===== config.mk =====
export PLATFORM = sky130hd
export DESIGN_NAME = dtc_timer_top
export DESIGN_NICKNAME = d
export VERILOG_FILES = /design/src/dtc_pkg.sv /design/src/dtc_channel.sv /design/src/dtc_timer_top.sv
export SDC_FILE = /design/constraint.sdc
export NUM_CORES = 1
export LEC_CHECK = 0
export ABC_AREA = 1
export BUFFER_PORTS_ARGS = -buffer_cell sky130_fd_sc_hd__buf_2
export CORE_UTILIZATION = 51
export DETAILED_ROUTE_END_ITERATION = 12
export HOLD_SLACK_MARGIN = 0.12
export PLACE_DENSITY = 0.72
export SLEW_MARGIN = 20
export SYNTH_ARGS = -nofsm -noshare
export SYNTH_HDL_FRONTEND = slang
export SYNTH_SLANG_ARGS = --single-unit
export TNS_END_PERCENT = 20

===== constraint.sdc =====
create_clock -name CLOCK -period 5.7 [get_ports CLOCK]
set_input_delay 1.14 -clock CLOCK [delete_from_list [all_inputs] [get_ports CLOCK]]
set_output_delay 1.14 -clock CLOCK [all_outputs]
set_load 0.02 [all_outputs]

===== src/dtc_pkg.sv =====
// Package of constants and types for the dual eight-bit timer control block.
package dtc_pkg;

  // ----------------------------------------------------------------------
  // Register indices; the byte address is four times the index.
  // ----------------------------------------------------------------------
  localparam int ADDR_W = 18;
  localparam logic [15:0] IDX_CTRL0 = 16'hffb0;
  localparam logic [15:0] IDX_CTRL1 = 16'hffb1;
  localparam logic [15:0] IDX_STAT0 = 16'hffb2;
  localparam logic [15:0] IDX_STAT1 = 16'hffb3;
  localparam logic [15:0] IDX_CONA0 = 16'hffb4;
  localparam logic [15:0] IDX_CONA1 = 16'hffb5;
  localparam logic [15:0] IDX_CONB0 = 16'hffb6;
  localparam logic [15:0] IDX_CONB1 = 16'hffb7;
  localparam logic [15:0] IDX_CNT0 = 16'hffb8;
  localparam logic [15:0] IDX_CNT1 = 16'hffb9;
  localparam logic [15:0] IDX_ISTAT = 16'hffba;
  localparam logic [15:0] IDX_IMASK = 16'hffbb;

  // ----------------------------------------------------------------------
  // Field positions.
  // ----------------------------------------------------------------------
  localparam int CTRL_MBIE = 7;
  localparam int CTRL_MAIE = 6;
  localparam int CTRL_OVERFLOW_IRQ_ENABLE = 5;
  localparam int CTRL_CCLR_HI = 4;
  localparam int CTRL_CCLR_LO = 3;
  localparam int CTRL_CKS_HI = 2;
  localparam int CTRL_CKS_LO = 0;
  localparam int STAT_MBF = 7;
  localparam int STAT_MAF = 6;
  localparam int STAT_OVF = 5;
  localparam int ISTAT_W = 6;
  localparam int IRQ_PER_CH = 3;

  // ----------------------------------------------------------------------
  // Reset values.
  // ----------------------------------------------------------------------
  localparam logic [7:0] CTRL_RST = 8'h00;
  localparam logic [7:0] STAT_RST = 8'h00;
  localparam logic [7:0] CONST_RST = 8'hff;
  localparam logic [7:0] CNT_RST = 8'h00;
  localparam logic [5:0] ISTAT_RST = 6'h00;
  localparam logic [31:0] RDATA_RST = 32'h0000_0000;

  // ----------------------------------------------------------------------
  // Prescaler: taps for the divide-by-8, 64 and 8192 clocks.
  // ----------------------------------------------------------------------
  localparam int PRE_W = 13;
  localparam int PRE8_MSB = 2;
  localparam int PRE64_MSB = 5;
  localparam int PRE8192_MSB = 12;

  // ----------------------------------------------------------------------
  // Modes.
  // ----------------------------------------------------------------------
  typedef enum logic [2:0] {
    CKS_OFF,
    CKS_DIV8,
    CKS_DIV64,
    CKS_DIV8192,
    CKS_CASCADE,
    CKS_EXT_RISE,
    CKS_EXT_FALL,
    CKS_EXT_BOTH
  } dtc_cks_t;

  typedef enum logic [1:0] {
    CCLR_NONE,
    CCLR_MATCH_A,
    CCLR_MATCH_B,
    CCLR_EXT
  } dtc_cclr_t;

endpackage : dtc_pkg


===== src/dtc_channel.sv =====
// One timer channel: count clock selection, counter, compares and clears.
`timescale 1ns/1ps
module dtc_channel
  import dtc_pkg::*;
(
  input wire logic clock,
  input wire logic resetn,
  input wire logic [2:0] cks,
  input wire logic [1:0] cclr,
  input wire logic tick8,
  input wire logic tick64,
  input wire logic tick8192,
  input wire logic cascade_evt,
  input wire logic ext_clk,
  input wire logic ext_rst,
  input wire logic [7:0] const_a,
  input wire logic [7:0] const_b,
  input wire logic cnt_we,
  input wire logic [7:0] cnt_wdata,
  output logic [7:0] count,
  output logic match_a,
  output logic match_b,
  output logic ovf
);

  // ----------------------------------------------------------------------
  // Count enable selection.
  // ----------------------------------------------------------------------
  logic ext_clk_r;
  logic ext_rst_r;
  logic [7:0] count_r;
  logic [7:0] count_nxt;
  logic ma_r;
  logic ma_nxt;
  logic mb_r;
  logic mb_nxt;
  logic ov_r;
  logic ov_nxt;
  logic inc;
  logic clr;
  logic ext_rise;
  logic ext_fall;

  always_comb begin
    ext_rise = ext_clk & ~ext_clk_r;
    ext_fall = ~ext_clk & ext_clk_r;
    case (dtc_cks_t'(cks))
      CKS_DIV8: inc = tick8;
      CKS_DIV64: inc = tick64;
      CKS_DIV8192: inc = tick8192;
      CKS_CASCADE: inc = cascade_evt;
      CKS_EXT_RISE: inc = ext_rise;
      CKS_EXT_FALL: inc = ext_fall;
      CKS_EXT_BOTH: inc = ext_rise | ext_fall;
      default: inc = 1'b0;
    endcase
  end

  // ----------------------------------------------------------------------
  // Counter and events.
  // ----------------------------------------------------------------------
  // A match clears the counter on the cycle after the match is flagged, so
  // the matched value is seen for one cycle before the restart.
  always_comb begin
    case (dtc_cclr_t'(cclr))
      CCLR_MATCH_A: clr = ma_r;
      CCLR_MATCH_B: clr = mb_r;
      CCLR_EXT: clr = ext_rst & ~ext_rst_r;
      default: clr = 1'b0;
    endcase
    count_nxt = count_r;
    ov_nxt = 1'b0;
    if (cnt_we) begin
      count_nxt = cnt_wdata;
    end else if (clr) begin
      count_nxt = CNT_RST;
    end else if (inc) begin
      count_nxt = count_r + 8'h01;
      ov_nxt = &count_r;
    end
    ma_nxt = (count_nxt == const_a) && (count_nxt != count_r);
    mb_nxt = (count_nxt == const_b) && (count_nxt != count_r);
  end

  always_ff @(posedge clock) begin
    if (!resetn) begin
      ext_clk_r <= 1'b0;
      ext_rst_r <= 1'b0;
      count_r <= CNT_RST;
      ma_r <= 1'b0;
      mb_r <= 1'b0;
      ov_r <= 1'b0;
    end else begin
      ext_clk_r <= ext_clk;
      ext_rst_r <= ext_rst;
      count_r <= count_nxt;
      ma_r <= ma_nxt;
      mb_r <= mb_nxt;
      ov_r <= ov_nxt;
    end
  end

  assign count = count_r;
  assign match_a = ma_r;
  assign match_b = mb_r;
  assign ovf = ov_r;

endmodule : dtc_channel


===== src/dtc_timer_top.sv =====
// Top of the dual eight-bit timer control block with its APB register file.
//
// Added by the designer: the APB slave port.
`timescale 1ns/1ps
// Summary of operation
// - An internal clock setting counts on the falling edge of the clock divided by 8, 64 or 8192.
// - External rising-edge setting counts each rising edge of the channel's external clock.
// - External falling-edge setting counts each falling edge of the channel's external clock.
// - Dual-edge setting counts both edges of the channel's external clock.
// - In cascade, channel zero counts on each overflow of channel one.
// - In cascade, channel one counts on each compare match A of channel zero.
// - The match B interrupt enable passes the match B request when 1 and blocks it when 0.
// - Status flags in bits 7 to 5 are cleared by writing 0 and ignore writes of 1.
module dtc_timer_top
  import dtc_pkg::*;
(
  input wire logic CLOCK,
  input wire logic RESETN,
  input wire logic PSEL,
  input wire logic PENABLE,
  input wire logic PWRITE,
  input wire logic [ADDR_W-1:0] PADDR,
  input wire logic [31:0] PWDATA,
  output logic [31:0] PRDATA,
  output logic PREADY,
  output logic PSLVERR,
  input wire logic EXT_CLK0,
  input wire logic EXT_CLK1,
  input wire logic EXT_RST0,
  input wire logic EXT_RST1,
  output logic IRQ
);

  // ----------------------------------------------------------------------
  // Register state.
  // ----------------------------------------------------------------------
  logic [7:0] ctrl_r [2];
  logic [7:0] ctrl_nxt [2];
  logic [7:0] stat_r [2];
  logic [7:0] stat_nxt [2];
  logic [7:0] cona_r [2];
  logic [7:0] cona_nxt [2];
  logic [7:0] conb_r [2];
  logic [7:0] conb_nxt [2];
  logic [ISTAT_W-1:0] istat_r;
  logic [ISTAT_W-1:0] istat_nxt;
  logic [ISTAT_W-1:0] imask_r;
  logic [ISTAT_W-1:0] imask_nxt;
  logic [ISTAT_W-1:0] ireq;
  logic irq_r;
  logic irq_nxt;

  // ----------------------------------------------------------------------
  // Bus state.
  // ----------------------------------------------------------------------
  logic pready_r;
  logic pready_nxt;
  logic pslverr_r;
  logic pslverr_nxt;
  logic [31:0] prdata_r;
  logic [31:0] prdata_nxt;
  logic acc;
  logic wr;
  logic rd;
  logic [15:0] idx;
  logic mapped;

  // ----------------------------------------------------------------------
  // Prescaler.
  // ----------------------------------------------------------------------
  logic [PRE_W-1:0] pre_r;
  logic [PRE_W-1:0] pre_nxt;
  logic tick8_r;
  logic tick64_r;
  logic tick8192_r;
  logic tick8_nxt;
  logic tick64_nxt;
  logic tick8192_nxt;

  // ----------------------------------------------------------------------
  // Channel links.
  // ----------------------------------------------------------------------
  logic [7:0] count [2];
  logic [1:0] ev_ma;
  logic [1:0] ev_mb;
  logic [1:0] ev_ov;
  logic [1:0] cascade;
  logic [1:0] ext_clk;
  logic [1:0] ext_rst;
  logic [1:0] cnt_we;
  logic [1:0] wr_ctrl;
  logic [1:0] wr_stat;
  logic [1:0] wr_cona;
  logic [1:0] wr_conb;

  // The divided clock falls when its low prescaler bits all wrap to zero,
  // so the tick is raised on the cycle of the wrap.
  always_comb begin
    pre_nxt = pre_r + {{(PRE_W-1){1'b0}}, 1'b1};
    tick8_nxt = &pre_r[PRE8_MSB:0];
    tick64_nxt = &pre_r[PRE64_MSB:0];
    tick8192_nxt = &pre_r[PRE8192_MSB:0];
  end

  always_ff @(posedge CLOCK) begin
    if (!RESETN) begin
      pre_r <= {PRE_W{1'b0}};
      tick8_r <= 1'b0;
      tick64_r <= 1'b0;
      tick8192_r <= 1'b0;
    end else begin
      pre_r <= pre_nxt;
      tick8_r <= tick8_nxt;
      tick64_r <= tick64_nxt;
      tick8192_r <= tick8192_nxt;
    end
  end

  // ----------------------------------------------------------------------
  // Channels.
  // ----------------------------------------------------------------------
  // Events leave each channel from a flip-flop, so the cross-coupled
  // cascade never closes a combinational loop; it costs one cycle of lag.
  assign cascade[0] = ev_ov[1];
  assign cascade[1] = ev_ma[0];
  assign ext_clk[0] = EXT_CLK0;
  assign ext_clk[1] = EXT_CLK1;
  assign ext_rst[0] = EXT_RST0;
  assign ext_rst[1] = EXT_RST1;

  // Write strobes are decoded once per channel and shared below.
  generate
    for (genvar ch = 0; ch < 2; ch++) begin : g_ch
      assign cnt_we[ch] = wr && (idx == IDX_CNT0 + 16'(ch));
      assign wr_ctrl[ch] = wr && (idx == IDX_CTRL0 + 16'(ch));
      assign wr_stat[ch] = wr && (idx == IDX_STAT0 + 16'(ch));
      assign wr_cona[ch] = wr && (idx == IDX_CONA0 + 16'(ch));
      assign wr_conb[ch] = wr && (idx == IDX_CONB0 + 16'(ch));
      dtc_channel u_ch (
        .clock(CLOCK),
        .resetn(RESETN),
        .cks(ctrl_r[ch][CTRL_CKS_HI:CTRL_CKS_LO]),
        .cclr(ctrl_r[ch][CTRL_CCLR_HI:CTRL_CCLR_LO]),
        .tick8(tick8_r),
        .tick64(tick64_r),
        .tick8192(tick8192_r),
        .cascade_evt(cascade[ch]),
        .ext_clk(ext_clk[ch]),
        .ext_rst(ext_rst[ch]),
        .const_a(cona_r[ch]),
        .const_b(conb_r[ch]),
        .cnt_we(cnt_we[ch]),
        .cnt_wdata(PWDATA[7:0]),
        .count(count[ch]),
        .match_a(ev_ma[ch]),
        .match_b(ev_mb[ch]),
        .ovf(ev_ov[ch])
      );
      assign ireq[IRQ_PER_CH*ch] = ev_ma[ch] & ctrl_r[ch][CTRL_MAIE];
      assign ireq[IRQ_PER_CH*ch+1] = ev_mb[ch] & ctrl_r[ch][CTRL_MBIE];
      assign ireq[IRQ_PER_CH*ch+2] = ev_ov[ch] & ctrl_r[ch][CTRL_OVERFLOW_IRQ_ENABLE];
    end
  endgenerate

  // ----------------------------------------------------------------------
  // APB decode.
  // ----------------------------------------------------------------------
  // One wait state: the answer is prepared in the first access cycle and
  // shown from flip-flops in the second.
  // The interrupt status is read from its next value, so an event in the
  // preparing cycle is shown before the read clears it, never lost unseen.
  // A refused access returns zero data.
  always_comb begin
    idx = PADDR[ADDR_W-1:2];
    mapped = (PADDR[1:0] == 2'b00) && (idx >= IDX_CTRL0) &&
             (idx <= IDX_IMASK);
    acc = PSEL & PENABLE & pready_r;
    wr = acc & PWRITE & mapped;
    rd = acc & ~PWRITE & mapped;
    pready_nxt = PSEL & PENABLE & ~pready_r;
    pslverr_nxt = pready_nxt & ~mapped;
    prdata_nxt = RDATA_RST;
    if (pready_nxt && !PWRITE && mapped) begin
      case (idx)
        IDX_CTRL0: prdata_nxt[7:0] = ctrl_r[0];
        IDX_CTRL1: prdata_nxt[7:0] = ctrl_r[1];
        IDX_STAT0: prdata_nxt[7:0] = stat_r[0];
        IDX_STAT1: prdata_nxt[7:0] = stat_r[1];
        IDX_CONA0: prdata_nxt[7:0] = cona_r[0];
        IDX_CONA1: prdata_nxt[7:0] = cona_r[1];
        IDX_CONB0: prdata_nxt[7:0] = conb_r[0];
        IDX_CONB1: prdata_nxt[7:0] = conb_r[1];
        IDX_CNT0: prdata_nxt[7:0] = count[0];
        IDX_CNT1: prdata_nxt[7:0] = count[1];
        IDX_ISTAT: prdata_nxt[ISTAT_W-1:0] = istat_nxt;
        IDX_IMASK: prdata_nxt[ISTAT_W-1:0] = imask_r;
        default: prdata_nxt = RDATA_RST;
      endcase
    end
  end

  always_ff @(posedge CLOCK) begin
    if (!RESETN) begin
      pready_r <= 1'b0;
      pslverr_r <= 1'b0;
      prdata_r <= RDATA_RST;
    end else begin
      pready_r <= pready_nxt;
      pslverr_r <= pslverr_nxt;
      prdata_r <= prdata_nxt;
    end
  end

  // ----------------------------------------------------------------------
  // Channel registers.
  // ----------------------------------------------------------------------
  // A flag event in the cycle of a clearing write keeps the flag set.
  always_comb begin
    for (int ch = 0; ch < 2; ch++) begin
      ctrl_nxt[ch] = ctrl_r[ch];
      cona_nxt[ch] = cona_r[ch];
      conb_nxt[ch] = conb_r[ch];
      stat_nxt[ch] = stat_r[ch];
      if (wr_ctrl[ch]) begin
        ctrl_nxt[ch] = PWDATA[7:0];
      end
      if (wr_cona[ch]) begin
        cona_nxt[ch] = PWDATA[7:0];
      end
      if (wr_conb[ch]) begin
        conb_nxt[ch] = PWDATA[7:0];
      end
      if (wr_stat[ch]) begin
        stat_nxt[ch][STAT_MBF] = stat_r[ch][STAT_MBF] & PWDATA[STAT_MBF];
        stat_nxt[ch][STAT_MAF] = stat_r[ch][STAT_MAF] & PWDATA[STAT_MAF];
        stat_nxt[ch][STAT_OVF] = stat_r[ch][STAT_OVF] & PWDATA[STAT_OVF];
      end
      if (ev_mb[ch]) begin
        stat_nxt[ch][STAT_MBF] = 1'b1;
      end
      if (ev_ma[ch]) begin
        stat_nxt[ch][STAT_MAF] = 1'b1;
      end
      if (ev_ov[ch]) begin
        stat_nxt[ch][STAT_OVF] = 1'b1;
      end
    end
  end

  always_ff @(posedge CLOCK) begin
    if (!RESETN) begin
      for (int ch = 0; ch < 2; ch++) begin
        ctrl_r[ch] <= CTRL_RST;
        stat_r[ch] <= STAT_RST;
        cona_r[ch] <= CONST_RST;
        conb_r[ch] <= CONST_RST;
      end
    end else begin
      for (int ch = 0; ch < 2; ch++) begin
        ctrl_r[ch] <= ctrl_nxt[ch];
        stat_r[ch] <= stat_nxt[ch];
        cona_r[ch] <= cona_nxt[ch];
        conb_r[ch] <= conb_nxt[ch];
      end
    end
  end

  // ----------------------------------------------------------------------
  // Interrupts.
  // ----------------------------------------------------------------------
  // Reading the status clears it, but a request in the same cycle stays.
  always_comb begin
    istat_nxt = istat_r;
    imask_nxt = imask_r;
    if (rd && idx == IDX_ISTAT) begin
      istat_nxt = ISTAT_RST;
    end
    istat_nxt = istat_nxt | ireq;
    if (wr && idx == IDX_IMASK) begin
      imask_nxt = PWDATA[ISTAT_W-1:0];
    end
    irq_nxt = |(istat_nxt & imask_nxt);
  end

  always_ff @(posedge CLOCK) begin
    if (!RESETN) begin
      istat_r <= ISTAT_RST;
      imask_r <= ISTAT_RST;
      irq_r <= 1'b0;
    end else begin
      istat_r <= istat_nxt;
      imask_r <= imask_nxt;
      irq_r <= irq_nxt;
    end
  end

  // ----------------------------------------------------------------------
  // Outputs.
  // ----------------------------------------------------------------------
  assign PRDATA = prdata_r;
  assign PREADY = pready_r;
  assign PSLVERR = pslverr_r;
  assign IRQ = irq_r;

endmodule : dtc_timer_top


### After elaboration in Yosys (flattened, before gate mapping)

Memory sizes are Yosys's and may differ from the RTL's.
Cells that the tools add are included.

* register bits after elaboration: 89
* latch bits: 0
* RAM bits: 64
* bits in read-only memories: 0
* bits of input ports: 59
* output and inout bits: 35
* logic and storage cells: 189
* memories kept: 4

* $add $sub $neg: 3
* multiply operators: 0
* div/mod/pow operators: 0
* $lt $le $gt $ge: 2
* equal/unequal tests: 38
* shift-type cells: 0
* muxes and demuxes: 38
* bitwise logic cells: 50
* reduce and logical (&&, ||, !) cells: 31

Memories
* cona_r: words 2, width 8, rd ports 2, clocked after memory_dff 0, write ports 2, RTL line dtc_timer_top.sv:41 `logic [7:0] cona_r [2];`
* conb_r: words 2, width 8, rd ports 2, clocked after memory_dff 0, write ports 2, RTL line dtc_timer_top.sv:43 `logic [7:0] conb_r [2];`
* ctrl_r: words 2, width 8, rd ports 2, clocked after memory_dff 0, write ports 2, RTL line dtc_timer_top.sv:37 `logic [7:0] ctrl_r [2];`
* stat_r: words 2, width 8, rd ports 2, clocked after memory_dff 0, write ports 2, RTL line dtc_timer_top.sv:39 `logic [7:0] stat_r [2];`

Operators with widths (number)
* $eq 16x16->1 const B: 12
* $mux 8: 20
* $pmux 6 s12: 1
* $eq 8x8->1: 4
* $and 1x1->1: 26
* $eq 3x3->1 const B: 8
* $logic_and 1x1->1: 20
* $pmux 2 s10: 1
* $add 8x1->8 const B: 2
* $ge 16x16->1 const B: 1
* $le 16x16->1 const B: 1
* $ne 8x8->1: 2
* $reduce_and 8->1: 2
* $pmux 1 s7: 2
* $add 13x1->13 const B: 1
* $reduce_and 13->1: 1
* $eq 3x2->1 const B: 4
* $mux 6: 2
* $not 1->1: 12
* $or 1x1->1: 10
* $eq 2x2->1 const B: 4
* $mux 1: 8
* $reduce_or 4->1: 2
* $and 6x6->6: 1
* other kinds (11): 15

### Logic depth before layout (Yosys ltp)

Gate-level depths: netlist (run 1).

* depth after elaboration: 9
* depth in mapped cells: 18
* gate-level depth less buffers: 18

### By module

From an unflattened synthesis (run 1), not the netlist that was laid out.

* cells, all modules: 1058
* area total of the unflattened synthesis: 7169.4 um2

Modules (own cells, without submodules)
* dtc_timer_top: instances 1, cells an instance 608, area an instance 4471.8 um2, sequential area each 1861.8 um2
* dtc_channel: instances 2, cells an instance 225, area an instance 1348.8 um2, sequential area each 260.2 um2

### Least setup slack after synthesis (run 1)

No wires, ideal clock.

* path kind: input to register
* start point: input port PADDR[16]
* end point: memory cona_r[1][5], in the netlist cona_r[0][13]
* setup time: 141 ps
* arrival: 2732 ps
* required time: 5559 ps
* path slack: 2827 ps
* stages on the path: 12
* path buffers: 3
* cell sequence: nand2_1 -> nor2_2 -> nand2_2 -> nor3_2 -> and2_1 -> buf_4 -> nand2_4 -> or2_1 -> buf_2 -> buf_6 -> nand2_1 -> o211ai_2

RTL lines
* start, declared: RTL line dtc_timer_top.sv:22 `input wire logic [ADDR_W-1:0] PADDR,`
* end, declared: RTL line dtc_timer_top.sv:41

==> results by group, run 1 <==
Timing
  • Sum Neg Setup Slack: 0 ns
  • Final worst slack: 2.24 ns
  • RSZ-0062 raised after global routing: no
  • Max Fclk: 289 MHz
  • Post-Route Skew: around 0.008 ns
  • Final Hold Viols: 0
  • Final number of max-transition violations: 0
  • Setup violations, final: 0
  • Final critical-path required period: around 3.5 ns
  • Worst-margin pin slew: about 1.0 ns
  • Final Cycle Share: 0.608
  • Slew margin rel.: 0.326

Worst hold path
  • Hold_sp: pre_r[0]
  • Hold Crit Depth: 1
  • HP Class: flip-flop to flip-flop
  • Worst Hold Endpoint: pre_r[0]

Synth
  • Cell taking the most area after synthesis: dfxtp_1
  • Asr flop ratio synth: 0
  • Mean post-synth cell area: 6.62 sq um
  • Synth Register Bits: approximately 120
  • Post-synth top flop: dfxtp_1
  • Register area share after synthesis: 0.326
  • Syn Std Cell Area: approximately 7300 sq um
  • Synth cell types: 48
  • Synth top area cells: dfxtp_1 33%, nand2_1 15%, nand3_1 8.4%
  • Number of flops mapped to enable cells by yosys: 0
  • Post-Synthesis Cells: roughly 1100
  • Share of the synthesized area in the top cell type: 0.326
  • Ys Warns: 0

CTS
  • CTS Hold Bufs: 0
  • TritonCTS clock tree: done
  • Post-cts resize count: 0
  • Skew-Pair Late Insertion Delay: ~0.42 ns
  • Clk sink count: approximately 120
  • CTS buffer count: 17
  • Postcts setup bufs: 0
  • H-Tree Level Count: 4
  • Root Driver: clkbuf_16
  • Clk buf depth: 2
  • Clock transition at path regs: around 0.050 ns

Setup path
  • Worst Path Buf+Inv: 3
  • CP max FO: 16
  • CP endpoint kind: flip-flop
  • Crit path max-delay family: simple AND/OR/NAND/NOR gates
  • R2R Path End: g_ch[0].u_ch.match_b
  • CP Launch Type: primary input
  • Cell Chain, Critical Path: buf_2 -> inv_1 -> nand2_1 -> nor2_4 -> inv_1 -> nor2_2 -> nand3_1 -> nor2_2 -> o21ai_0 -> a21oi_1
  • Slowest CP cell: nor2_2
  • Worst EP required: a little over 6 ns
  • R2R cell count: 11
  • Worst EP arrival: between 3 and 4 ns
  • Kind of critical path: primary input to flip-flop
  • R2r startpoint: PREADY
  • Delay of the slowest cell on the worst path: 0.83 ns
  • R2R setup slack: roughly 2.9 ns

Global route
  • Vias in the first global route: 6788
  • Gr usage total: 0.311
  • Largest net degree at the start of global routing: 69
  • Total grt overflow: 0
  • Initial antenna violation count: 0
  • First-pass GRT wire length: 34.8 mm

Floorplan
  • Row count: 43
  • Initial Util: 0.525
  • Die ar.: approximately 15000 sq um
  • Core footprint: around 14000 sq um
  • Die W: around 120 um
  • Boundary pin count: 94
  • Die height: ~120 um

Drt
  • DRC: 0
  • Drt total wl: 22.1 mm
  • DRT iter0 DRCs: 940
  • DR WL/cell: around 17 um
  • Routed vias: 7483
  • Pre-antenna DRT Iters: 7
  • Final ANT Viol Nets: 0
  • Vias per cell: between 5 and 6

Power
  • Leakage: roughly 4 nW
  • P per Cell Area: 252 nW/um^2
  • Peak supply drop: about 0.20 mV

Placed design
  • GP Congestion: roughly 0.97
  • Dpl hpwl: between 15 and 20 mm
  • PortBufs: 45
  • Pre-CTS WS: about 1.9 ns

Finish
  • Ant diodes: 0
  • Net count, final: 1210
  • Layout cells sized above 1: 0.117
  • Layout area overhead: 11.6%

Job
  • # Max-Cap Violations: 0

Status
  • Status: complete, no violations
[cells in the final DEF (no fill, tap or decap), types with 4 or more instances in the layout]
cell,synthesis,layout
nor2_4,8,8
o22ai_1,22,22
ha_1,8,8
o21a_1,6,6
o211ai_2,8,8
buf_2,5,45
nand3b_1,4,4
o211ai_1,28,28
nand2_1,283,283
o21ai_1,4,4
conb_1,1,24
nor2_1,99,99
a31oi_1,7,7
nor2_2,9,9
a221oi_1,6,6
nor4_1,6,6
nand3_1,122,122
xor2_1,10,10
nand3_2,9,9
dfxtp_1,119,119
bufinv_16,0,4
o21ai_0,40,40
inv_1,159,159
nand4_1,15,15
a21oi_1,34,34
nor3_1,12,12
nand2_2,8,8
clkbuf_16,0,17
[stage by stage]
stage | hold slack (ns) | power [mW] | util | cell area [sq um] | instances
2_1_floorplan | 0.418 | 0.921 | - | 7400 | 1127
3_3_place_gp | 0.434 | 0.939 | 0.541 | 7540 | 1304
3_5_place_dp | 0.442 | 0.940 | 0.541 | 7540 | 1304
4_1_cts | 0.455 | 2.06 | 0.585 | 8160 | 1335
5_1_grt | 0.465 | 2.10 | 0.585 | 8160 | 1335
6_report | 0.449 | 2.05 | 0.585 | 8160 | 1335
[worst max path at each step]
| stage | from | to | slack (ns) | depth (start not counted) |
|---|---|---|---|---|
| 2_1_floorplan | PADDR[16] | cona_r[0][13] | 2.83 | 12 |
| 3_3_place_gp | PADDR[8] | ctrl_r[0][2] | 1.92 | 10 |
| 3_5_place_dp | PADDR[8] | ctrl_r[0][1] | 1.91 | 10 |
| 4_1_cts | PADDR[8] | ctrl_r[0][15] | 2.32 | 10 |
| 5_1_grt | PADDR[8] | ctrl_r[0][6] | 1.91 | 10 |
| 6_report | PADDR[8] | ctrl_r[0][1] | 2.24 | 10 |
[synthesized netlist by cell type, drive strengths merged (2+ instances only)]
cell    instances
a21oi          34
a221oi          6
a31oi           7
buf            37
clkbuf         13
dfxtp         119
ha              8
inv           162
nand2         292
nand3         132
nand3b          6
nand4          21
nor2          117
nor3           13
nor4            6
o211ai         36
o21a            6
o21ai          44
o221ai          2
o22ai          22
or2             3
xnor2           2
xor2           10
[kinds of logic (layout without fill, tap and decap cells)]
kind of cell | count (synthesis) | in the layout | synth area share
other cells | 1 | 24 | 0.000513
fa+ha+maj | 8 | 8 | 0.0137
buf+inv | 213 | 241 | 0.127
xor+xnor | 12 | 12 | 0.0144
simple gates | 591 | 591 | 0.379
compound gates | 160 | 160 | 0.140
flops | 119 | 119 | 0.326
[power by group]
part,total [mW],internal [mW],leakage [nW],switching (mW)
combinational,0.0855,0.0189,2.77,0.0665
clock,1.13,0.728,0.289,0.403
sequential,0.838,0.836,0.961,0.00202
[final cells by class]
class                      instances  area [sq um]
timing repair buffer              47           240
clock buffer                      19           433
sequential                       119          2380
fill                            1352          5780
tap                              180           225
inverter                         163           612
clock inverter                    12           179
multi-input combinational        795          4090
[state kept, by name (all words and copies together) (netlist names), 6 cells and up]
signal / flops
stat_r: 6
conb_r: 16
istat_r: 6
g_ch.u_ch.count: 16
ctrl_r: 16
pre_r: 13
imask_r: 6
PRDATA: 8
cona_r: 16
[routing by layer]
layer  global-route usage  wire [um]
met5                    0          0
met4                0.198       1080
met3               0.0576       1930
met2                0.482       9760
met1                0.398       9320
Note: power is estimated with default switching activity, not from simulation.
==> run 2, diff against run 1 <==
==> constraint.sdc (replaced) <==
create_clock -name CLOCK -period 3.37 [get_ports CLOCK]
set_input_delay 0.674 -clock CLOCK [delete_from_list [all_inputs] [get_ports CLOCK]]
set_output_delay 0.674 -clock CLOCK [all_outputs]
set_load 0.02 [all_outputs]
==> run 2 against run 1 <==
  * Utilization grew 0.75 points
  * Critical path depth increased by 5
  * Non-clock buffer count increased by 16
  * Clock power grew 60%
  * Flip-flop and latch count unchanged
  * Sequential share of layout area fell by 0.37 points
  * Cell area grew 1.3%
  * Power up 64%
  * Critical endpoint is now g_ch[1].u_ch.match_a
  * Clock-buffer cell count grew 1
  * Largest power group unchanged
  * Via count shrank 0.91%
  * Combinational power increased by 70%
  * Final cell count increased by 1.3%
==> results by group, run 2 (same netlist as run 1, synthesis figures left out) <==
Floorplan
  • Die height: 122 um (unchanged)
  • Boundary pin count: 94 (unchanged)
  • Die W: 122 um (unchanged)
  • Row count: 43 (unchanged)
  • Core footprint: 13900 sq um (unchanged)
  • Initial Util: 0.525 (unchanged)
  • Die ar.: 14800 sq um (unchanged)

Global route
  • Total grt overflow: 0 (unchanged)
  • Largest net degree at the start of global routing: 69 (unchanged)
  • Gr usage total: 0.313 (+0.00221)
  • Vias in the first global route: 6498 (-4.3%)
  • Initial antenna violation count: 1 (+1)
  • First-pass GRT wire length: 34.7 mm (-0.28%)

Timing
  • Worst-margin pin slew: 1.04 ns (+0.0353 ns)
  • Sum Neg Setup Slack: 0 ns (unchanged)
  • Post-Route Skew: 0.00730 ns (-0.000734 ns)
  • Final critical-path required period: roughly 2.5 ns
  • RSZ-0062 raised after global routing: no
  • Final number of max-transition violations: 0 (unchanged)
  • Slew margin rel.: 0.302 (-0.0236)
  • Final Cycle Share: 0.755
  • Final Hold Viols: 0 (unchanged)
  • Max Fclk: between 300 and 400 MHz
  • Setup violations, final: 0 (unchanged)

Power
  • Switching part of the total: 0.239 (+0.00944)
  • Comb pwr share: 0.043 (about the same)
  • Cell internal pwr: 2.57 mW (+62%)
  • Leakage: 4.09 nW (+1.6%)
  • Peak supply drop: 0.441 mV (+120%)
  • NetSw: 0.806 mW (+71%)
  • Clock Power Share: 0.537 (-0.014)
  • Reg power frac: 0.420 (+0.012)
  • P per Cell Area: 408 nW/um^2 (+62%)

CTS
  • Root Driver: clkbuf_16
  • Skew-Pair Late Insertion Delay: 0.43 ns (about the same)
  • Clock transition at path regs: 0.06 ns (about the same)
  • Post-cts resize count: 0 (unchanged)
  • H-Tree Level Count: 4 (unchanged)
  • Postcts setup bufs: 0 (unchanged)
  • TritonCTS clock tree: done
  • CTS buffer count: 17 (unchanged)
  • Clk sink count: 119 (unchanged)
  • CTS Hold Bufs: 0 (unchanged)
  • Clk buf depth: 2 (unchanged)

Setup path
  • CP endpoint kind: flip-flop
  • Kind of critical path: flip-flop to flip-flop
  • Slowest CP cell: dfxtp_1
  • CP max FO: 9 (-7)
  • Worst Path Buf+Inv: 1 (-2)
  • Delay of the slowest cell on the worst path: 0.39 ns (-0.44 ns)
  • Most used cell, CP: nand2_1
  • CP Launch Type: flip-flop
  • Worst EP required: 3.69 ns (-2.35 ns)
  • Cell Chain, Critical Path: inv_1 -> nor2_1 -> nand2_1 -> nand4_2 -> nand2_1 -> nand2_1 -> nand3_1 -> nand2_1 -> nand2_1 -> nand2_1 -> nand2_1 -> a21oi_1 -> nand2_1 -> nor2_1 -> nor2_1
  • Crit path max-delay family: simple AND/OR/NAND/NOR gates
  • Worst EP arrival: 2.86 ns (-0.95 ns)

Drt
  • Routed vias: 7415 (-0.91%)
  • Vias per cell: 5.48 (-2.2%)
  • DR WL/cell: 16.5 um (-0.33%)
  • Pre-antenna DRT Iters: 6 (-1)
  • DRC: 0 (unchanged)
  • Final ANT Viol Nets: 0 (unchanged)
  • DRT iter0 DRCs: 873 (-7.1%)
  • Drt total wl: 22.3 mm (+0.94%)

Finish
  • Most frequent cells in the layout: 283 x nand2_1, 159 x inv_1, 122 x nand3_1, 119 x dfxtp_1, 99 x nor2_1
  • Layout area overhead: 13.0%
  • Utilization after layout: 0.593 (+0.00754)
  • Net count, final: 1226 (+1.3%)
  • Post-route insts no fill: 1352 (+1.3%)
  • Layout cells sized above 1: 0.130 (+0.0129)
  • Most common cell after layout, fill and taps aside: nand2_1

Placed design
  • Dpl hpwl: 16.5 mm (+3.1%)
  • PortBufs: 45 (unchanged)
  • DP Cell Count: 1320 (+1.2%)
  • GP Congestion: 0.995 (+2.2%)

Worst hold path
  • HP Class: primary input to flip-flop

Job
  • # Max-Cap Violations: 0 (unchanged)

Status
  • Status: complete, no violations
[run 2: cell count changes in the layout (fill, tap and decap cells not counted), sizes merged]
cell	change
clkinvlp	+2
buf	+16
bufinv	-2
clkinv	-2
clkbuf	+1
diode	+1
inv	+1
[run 2: power groups by stage]
stage          sequential (mW)  combinational, mW  clock [mW]
2_1_floorplan             1.45              0.109           0
3_3_place_gp              1.45              0.141           0
3_5_place_dp              1.45              0.144           0
4_1_cts                   1.42              0.144        1.81
5_1_grt                   1.42              0.160        1.88
6_report                  1.42              0.145        1.81
[run 2: worst reg2reg max path: stages (launching register included)]
cell and delay [ns]:
dfxtp_1 0.39, inv_1 0.10, nor2_1 0.21, nand2_1 0.10, nand4_2 0.23, nand2_1 0.27, nand2_1 0.12, nand3_1 0.07
nand2_1 0.19, nand2_1 0.15, nand2_1 0.09, nand2_1 0.04, a21oi_1 0.14, nand2_1 0.08, nor2_1 0.18, nor2_1 0.07
[run 2: path summary, 6_finish.rpt]
check / start / slack [ns] / depth (start not counted) / endpoint
setup reg to reg: ctrl_r[0][9] / 0.83 / 15 / g_ch[1].u_ch.match_a
hold / removal: EXT_RST1 / 0.45 / 3 / g_ch[1].u_ch.ext_rst_r
hold reg to reg: pre_r[0] / 0.45 / 1 / pre_r[0]
setup / recovery: ctrl_r[0][9] / 0.83 / 15 / g_ch[1].u_ch.match_a
[run 2: metrics by stage]
stage                     instance area [sq um]  worst slack, ns  hold WS, ns  power, mW
after floorplan                            7400            0.963        0.418       1.56
after global placement                     7680            0.468        0.432       1.59
after detailed placement                   7680            0.430        0.439       1.59
after CTS                                  8260            0.838        0.446       3.38
after global routing                       8260            0.562        0.459       3.46
final                                      8260            0.827        0.447       3.37
[run 2: cell type report]
type,count,area (sq um)
Fill cell,1369,5670
Tap cell,180,225
Clock buffer,20,457
Timing Repair Buffer,63,373
Inverter,163,612
Sequential cell,119,2380
Antenna cell,1,2.50
Multi-Input combinational cell,795,4090
Clock inverter,11,125
[run 2: per-layer routing]
layer / vias to the layer above / GRT usage / wire length [um] / part of all wire
met4: 0 / 0.154 / 915 / 0.041
met5: - / 0 / 0 / 0
met3: 63 / 0.0693 / 1970 / 0.088
li1: 3686 / - / - / -
met1: 3318 / 0.416 / 9610 / 0.43
met2: 348 / 0.478 / 9800 / 0.44
